--- config.mk ---
export PLATFORM = sky130hd
export DESIGN_NAME = rsb_top
export DESIGN_NICKNAME = d
export VERILOG_FILES = /design/src/logic/rsb_top.v
export VERILOG_INCLUDE_DIRS = /design/src /design/src/common
export SDC_FILE = /design/constraint.sdc
export NUM_CORES = 1
export LEC_CHECK = 0
export BUFFER_PORTS_ARGS = -buffer_cell sky130_fd_sc_hd__buf_2
export CAP_MARGIN = 20
export CORE_MARGIN = 2
export CORE_UTILIZATION = 44
export DETAILED_ROUTE_END_ITERATION = 10
export MAX_ROUTING_LAYER = met4
export PLACE_DENSITY = 0.74
export SYNTH_ARGS = -nofsm -noshare
export SYNTH_HDL_FRONTEND = slang
export SYNTH_SLANG_ARGS = --single-unit
--- constraint.sdc ---
create_clock -name clk -period 1.5 [get_ports clk]
set_clock_uncertainty 0.05 [all_clocks]
set_input_delay 0.15 -clock clk [delete_from_list [all_inputs] [get_ports clk]]
set_output_delay 0.15 -clock clk [all_outputs]
set_load 0.05 [all_outputs]
--- src/common/rsb_regs.vh ---
// Constants for the reset strap capture and boot select block.
// Assumes inclusion by bare name from a design file.
`ifndef RSB_REGS_VH
`define RSB_REGS_VH
`define RSB_CAP_W        6
`define RSB_CAP_IF0      0
`define RSB_CAP_IF1      1
`define RSB_CAP_AC_LO    2
`define RSB_CAP_AC_HI    4
`define RSB_CAP_TEST     5
`define RSB_CAP_RST      6'h00
`define RSB_AC_PROG      3'h0
`define RSB_AC_NOAUTO    3'h3
`define RSB_IF_PROG      2'h3
`define RSB_ADDR_W       7
`define RSB_ADDR_BASE    7'h70
`define RSB_DEV_ID       12'hA5C
`define RSB_REV_ID       4'h1
`define RSB_IDW          8
`define RSB_ID_RST       8'h00
`define RSB_ST_WAIT      3'h0
`define RSB_ST_CAPT      3'h1
`define RSB_ST_FETCH     3'h2
`define RSB_ST_DONE      3'h3
`define RSB_ST_TEST      3'h4
`define RSB_ST_PROG      3'h5
`define RSB_ZERO3        3'h0
`endif

--- src/logic/rsb_top.v ---
// Reset strap capture and boot select controller.
// Assumes strap pins, reset_in_low and all control inputs are synchronous to clk.
`timescale 1ns/10ps
`include "rsb_regs.vh"
module rsb_top #(
  parameter INT_EEPROM = 1'b0                      // 1 for internal EEPROM variant
) (
  input  wire        clk,                          // ring oscillator clock
  input  wire        rst,                          // synchronous reset, high
  input  wire        reset_in_low,                 // device reset pin, low active
  input  wire [5:0]  strap_pins,                   // dual-purpose pin levels
  input  wire        fetch_done,                   // image fetch finished pulse
  input  wire        addr_wr,                      // serial address write strobe
  input  wire [6:0]  addr_wdata,                   // serial address write data
  input  wire        ring_osc_off_wr,              // request oscillator off
  input  wire        host_select_n,                // host chip select, low active
  output reg  [5:0]  strap_capture_reg,            // captured strap values
  output reg         test_mode,                    // manufacturing test active
  output reg  [2:0]  test_sel,                     // selected test mode
  output reg         eeprom_prog_mode,             // direct EEPROM programming
  output reg         skip_autocfg,                 // boot without auto-configuration
  output reg  [2:0]  boot_config_select,           // image index
  output reg         host_if_i2c,                  // 1 I2C, 0 SPI host mode
  output reg         boot_from_rom,                // 1 ROM, 0 EEPROM source
  output reg  [6:0]  serial_addr_reg,              // I2C slave address
  output reg         fetch_start,                  // start image fetch pulse
  output reg         boot_done_flag,               // auto-configuration complete
  output reg         ring_osc_off,                 // oscillator disabled
  output reg         eeprom_sel_n,                 // EEPROM select, low active
  output reg         host_access_en,               // host may use boot results
  output reg         runtime_mode,                 // pins in run-time roles
  output reg  [7:0]  ident_reg_lo,                 // ID high byte
  output reg  [7:0]  ident_reg_hi                  // ID low nibble and revision
);


  localparam [11:0] DEV_ID = `RSB_DEV_ID;
  localparam [3:0]  REV_ID = `RSB_REV_ID;

  reg        rst_pin_d;
  reg  [2:0] state;
  reg  [2:0] next_state;
  wire       rise;
  wire       test;
  wire [2:0] ac;
  wire [1:0] pif;
  wire       in_capt;
  wire       in_fetch;
  wire       past_capt;
  wire       cap_prog;
  wire       cap_skip;
  wire       going_done;
  wire       ext_fetch;
  wire       unused_sel;

  assign rise       = reset_in_low & ~rst_pin_d;
  assign test       = strap_capture_reg[`RSB_CAP_TEST];
  assign ac         = strap_capture_reg[`RSB_CAP_AC_HI:`RSB_CAP_AC_LO];
  assign pif        = strap_capture_reg[`RSB_CAP_IF1:`RSB_CAP_IF0];
  assign in_capt    = (state == `RSB_ST_CAPT);
  assign in_fetch   = (state == `RSB_ST_FETCH);
  assign past_capt  = (state != `RSB_ST_WAIT) && (state != `RSB_ST_CAPT);
  assign cap_prog   = test && (ac == `RSB_AC_PROG) && (pif == `RSB_IF_PROG) && INT_EEPROM;
  assign cap_skip   = test && (ac == `RSB_AC_NOAUTO);
  assign going_done = reset_in_low && (next_state == `RSB_ST_DONE || state == `RSB_ST_DONE);
  assign ext_fetch  = in_fetch && !boot_from_rom && !INT_EEPROM;
  // host_select_n is consumed by the asynchronous host port outside this block.
  assign unused_sel = host_select_n;

  always @* begin
    next_state = state;
    case (state)
      `RSB_ST_WAIT: begin
        if (rise) begin
          next_state = `RSB_ST_CAPT;
        end
      end
      `RSB_ST_CAPT: begin
        // Programming mode exists only on the internal EEPROM variant; the
        // same straps elsewhere fall through to an ordinary test mode.
        if (cap_prog) begin
          next_state = `RSB_ST_PROG;
        end else if (cap_skip) begin
          next_state = `RSB_ST_DONE;
        end else if (test) begin
          next_state = `RSB_ST_TEST;
        end else begin
          next_state = `RSB_ST_FETCH;
        end
      end
      `RSB_ST_FETCH: begin
        if (fetch_done) begin
          next_state = `RSB_ST_DONE;
        end
      end
      `RSB_ST_DONE: begin
        next_state = `RSB_ST_DONE;
      end
      `RSB_ST_TEST: begin
        next_state = `RSB_ST_TEST;
      end
      `RSB_ST_PROG: begin
        next_state = `RSB_ST_PROG;
      end
      default: next_state = `RSB_ST_WAIT;
    endcase
    // A falling reset pin aborts any boot step and waits for the next edge.
    if (!reset_in_low) begin
      next_state = `RSB_ST_WAIT;
    end
  end

  // The pin is registered once so that its rising edge is seen for exactly
  // one cycle; reset parks the copy low so a pin held high at power-up counts.
  always @(posedge clk) begin
    if (rst) begin
      rst_pin_d <= 1'b0;
    end else begin
      rst_pin_d <= reset_in_low;
    end
  end

  // The whole sequence runs on clk, the ring oscillator, so it needs no
  // external reference clock.
  always @(posedge clk) begin
    if (rst) begin
      state <= `RSB_ST_WAIT;
    end else begin
      state <= next_state;
    end
  end

  // Capture only on the pin edge; the value is frozen until the pin rises again.
  always @(posedge clk) begin
    if (rst) begin
      strap_capture_reg <= `RSB_CAP_RST;
    end else if (rise) begin
      strap_capture_reg <= strap_pins;
    end
  end

  // Decodes come from the stored capture one cycle after the edge, so they
  // never see the pins once they have taken their run-time roles.
  always @(posedge clk) begin
    if (rst) begin
      test_mode <= 1'b0;
    end else if (in_capt) begin
      test_mode <= test;
    end
  end

  always @(posedge clk) begin
    if (rst) begin
      test_sel <= `RSB_ZERO3;
    end else if (in_capt) begin
      test_sel <= ac;
    end
  end

  always @(posedge clk) begin
    if (rst) begin
      eeprom_prog_mode <= 1'b0;
    end else if (in_capt) begin
      eeprom_prog_mode <= cap_prog;
    end
  end

  always @(posedge clk) begin
    if (rst) begin
      skip_autocfg <= 1'b0;
    end else if (in_capt) begin
      skip_autocfg <= cap_skip;
    end
  end

  always @(posedge clk) begin
    if (rst) begin
      boot_config_select <= `RSB_ZERO3;
    end else if (in_capt) begin
      boot_config_select <= ac;
    end
  end

  always @(posedge clk) begin
    if (rst) begin
      host_if_i2c <= 1'b0;
    end else if (in_capt) begin
      host_if_i2c <= pif[`RSB_CAP_IF1];
    end
  end

  always @(posedge clk) begin
    if (rst) begin
      boot_from_rom <= 1'b0;
    end else if (in_capt) begin
      boot_from_rom <= INT_EEPROM ? 1'b0 : pif[`RSB_CAP_IF0];
    end
  end

  // The strap value is only a default; a later write may load any address.
  always @(posedge clk) begin
    if (rst) begin
      serial_addr_reg <= `RSB_ADDR_BASE;
    end else if (in_capt) begin
      serial_addr_reg <= `RSB_ADDR_BASE | {{(`RSB_ADDR_W - 2){1'b0}}, pif};
    end else if (addr_wr && past_capt) begin
      serial_addr_reg <= addr_wdata;
    end
  end

  always @(posedge clk) begin
    if (rst) begin
      fetch_start <= 1'b0;
    end else begin
      fetch_start <= in_capt && (next_state == `RSB_ST_FETCH);
    end
  end

  always @(posedge clk) begin
    if (rst) begin
      boot_done_flag <= 1'b0;
    end else if (!reset_in_low) begin
      boot_done_flag <= 1'b0;
    end else if (going_done) begin
      boot_done_flag <= 1'b1;
    end
  end

  // The host port stays locked out until boot results exist.
  always @(posedge clk) begin
    if (rst) begin
      host_access_en <= 1'b0;
    end else if (!reset_in_low) begin
      host_access_en <= 1'b0;
    end else if (going_done) begin
      host_access_en <= 1'b1;
    end
  end

  // Stopping the oscillator early would strand the boot sequence, so the
  // request is ignored until boot is done.
  always @(posedge clk) begin
    if (rst) begin
      ring_osc_off <= 1'b0;
    end else if (!reset_in_low) begin
      ring_osc_off <= 1'b0;
    end else if (ring_osc_off_wr && boot_done_flag) begin
      ring_osc_off <= 1'b1;
    end
  end

  // Device drives EEPROM select only while fetching from external EEPROM;
  // otherwise it is held inactive so a host may share the serial wires.
  always @(posedge clk) begin
    if (rst) begin
      eeprom_sel_n <= 1'b1;
    end else begin
      eeprom_sel_n <= !ext_fetch;
    end
  end

  always @(posedge clk) begin
    if (rst) begin
      runtime_mode <= 1'b0;
    end else begin
      runtime_mode <= reset_in_low & ((state != `RSB_ST_WAIT) | rise);
    end
  end

  // Identification is constant but registered so every output is a flip-flop.
  always @(posedge clk) begin
    if (rst) begin
      ident_reg_lo <= `RSB_ID_RST;
    end else begin
      ident_reg_lo <= DEV_ID[11:4];
    end
  end

  always @(posedge clk) begin
    if (rst) begin
      ident_reg_hi <= `RSB_ID_RST;
    end else begin
      ident_reg_hi <= {DEV_ID[3:0], REV_ID};
    end
  end

endmodule // rsb_top

==> results.toml <==
[yosys]
synthCells = 145
synth_fa_ha_area_share_pct = 0
ys_warn_count = 0
syn_area_um2 = 1315
ys_seq_area_share_pct = 45.67
synth_flop_cell = "dfxtp_1"
synth.area.top_cells = "dfxtp_1 46%, buf_4 12%, nand2_1 6.6%, mux2i_1 6.1%, a21oi_1 3.8%"
ys_ff_latch = 30
yosys.area.top_type = "dfxtp_1"
yosys-mux-area-fraction_pct = 6.089
synth_top_family_by_area = "simple AND/OR/NAND/NOR gates"
synth-simple-area-share_pct = 21.79
postSynthAreaPerCell_um2 = 9.069
synth_xor_area_share_pct = 0
synth_edf_count = 0
async_flop_share_pct = 0
synth_cell_types = 27
synth-compound-area-share_pct = 9.895
synth_top_area_share_pct = 45.67

[floorplan]
rows = 19
start_util_pct = 46.88
core_area_um2 = 2805
die_height_um = 58.67
floorplan.die_area_um2 = 3442
die_w_um = 58.67
num_io_pins = 66

[worst_setup_path]
crit_type = "register to register"
endpoint_kind = "register"
worstPathArrival_ps = 1540
start_kind = "register"
worst_ep_required_time_ps = 1670
crit_fanout = 10

[final_layout]
layout.filler_cells = 248
layout-drive-gt1-share_pct = 34.17
utilization_pct = 57.49
diodes = 0
nNetsFinal = 218
final_common_cell = "buf_2"
mostFrequentLayoutCells = "54 x buf_2, 30 x dfxtp_1, 23 x nand2_1"
largest_reg_flops = 7
areaGrowthSynthToFinish_pct = 22.65

[timing]
maxSlewViolCount = 0
finalCritPeriodShare_pct = 91.32
period_minus_slack_ps = 1370
fmax_ghz = 0.7300
hold_viol = 0
rsz0062_at_grt = "no"
setup_viol = 0
setup_tns_ps = 0

[pwr]
powerDensity_nw_per_um2 = 1015
finalPower_uw = 1637
power_leakage_uw = 0.0007849
max-vdd-ir-drop_mv = 0.6170

[routing]
initialDrtViolationCount = 31
routedWlPerCell_um = 12.37
wirelength_mm = 2.846
vias = 1138
via_per_inst = 4.948
drtAntennaViolNets = 0
drt_first_pass_iters = 7
drc = 5

[min_path]
hp-class = "input pin to register"

[cts]
cts-root-buf = "clkbuf_4"
clock_latency_ps = 330
clockBufferDepth = 2
cts-buffers-inserted = 5
cts_tree = "yes"
cts.sink_count = 30
clk_pin_slew_worst_paths_ps = 90
cts.htree.levels = 2
post-cts-setup-buffer-count = 0

[outcome]
status = "complete, but fails checks"
violations = "DRC"

[grt]
grt_usage_pct = 18.11
grt_pass1_wl_mm = 4.581
antenna_found_initial = 0
grt_max_degree = 20
grt_pass1_vias = 1025
grt_overflow = 0

[placement]
gp_congestion = 0.8445
dp_hpwl_mm = 2.070
io_buffers = 54

[flow_run]
drv_cap = 0
==> final timing paths <==
| path | cells after the start | from | slack, ps | endpoint |
|---|---|---|---|---|
| setup / recovery | 3 | state[0]$_SDFF_PP0_ | 130 | serial_addr_reg[1]$_SDFFE_PP0P_ |
| hold / removal | 3 | ring_osc_off_wr | 7 | ring_osc_off$_SDFFE_PP0P_ |
| setup reg to reg | 3 | state[0]$_SDFF_PP0_ | 130 | serial_addr_reg[1]$_SDFFE_PP0P_ |
| hold reg to reg | 2 | test_mode$_SDFFE_PP0P_ | 410 | test_mode$_SDFFE_PP0P_ |
==> repair_timing <==
| action | in CTS | in global routing |
|---|---|---|
| hold buffers | 5 | 1 |
| resized for setup | 0 | 0 |
| endpoints found under the hold margin | 5 | 1 |
==> power breakdown <==
part           internal [µW]  leakage (µW)  switching, µW
Combinational           80.0      0.000506            223
Clock                    227     0.0000353            268
Sequential               818      0.000244           21.3
==> metal layers <==
metal | part of all wire [%] | GRT usage [%]
met1 | 43 | 19.75
met4 | 1.5 | 5.844
met3 | 7.1 | 7.033
met2 | 48 | 30.34
met5 | 0 | -
==> metrics by stage <==
stage | cells | hold WS [ps] | cell area, µm² | worst slack (ps)
floorplan | 154 | 175.0 | 1349 | 113.3
global placement | 216 | 289.0 | 1493 | 171.7
detailed placement | 216 | 296.3 | 1493 | 132.2
CTS | 229 | 1.320 | 1603 | 127.2
global route | 230 | 4.198 | 1613 | 40.24
finish | 230 | 6.921 | 1613 | 130.2
==> worst max-delay path: stages (launching register included) <==
cell	delay, ps
dfxtp_1	400
or3b_1	560
nand3_1	160
a31oi_1	90
==> final cells by class <==
| class | instances | area, µm² | share of cell area (%) |
|---|---|---|---|
| Tap cell | 31 | 38.79 | 2.405 |
| Sequential cell | 30 | 600.6 | 37.24 |
| Multi-Input combinational cell | 93 | 534.3 | 33.13 |
| Timing Repair Buffer | 65 | 367.9 | 22.81 |
| Clock inverter | 1 | 5.005 | 0.3103 |
| Inverter | 3 | 11.26 | 0.6982 |
| Clock buffer | 7 | 55.05 | 3.413 |
==> logic make-up (layout without fill, tap and decap cells) <==
group,Yosys count,after routing
multiplexers,8,8
other,1,10
AO/OA/AOI/OAI,21,21
flip-flops,30,30
AND/OR/NAND/NOR,54,54
buffers and inverters,31,76
==> cells in the mapped netlist (2+ instances only) <==
cell type	n
a21oi_1	10
buf_2	3
nor2_1	11
clkbuf_1	2
buf_4	21
nor3_1	3
dfxtp_1	30
a31oi_1	3
buf_6	2
and4b_1	2
nand3_1	6
nand2_1	23
o21bai_1	3
nor4b_1	2
inv_1	3
mux2i_1	8
o21a_1	2
nor2b_1	2
No activity file was read; power rests on OpenSTA's default activity.
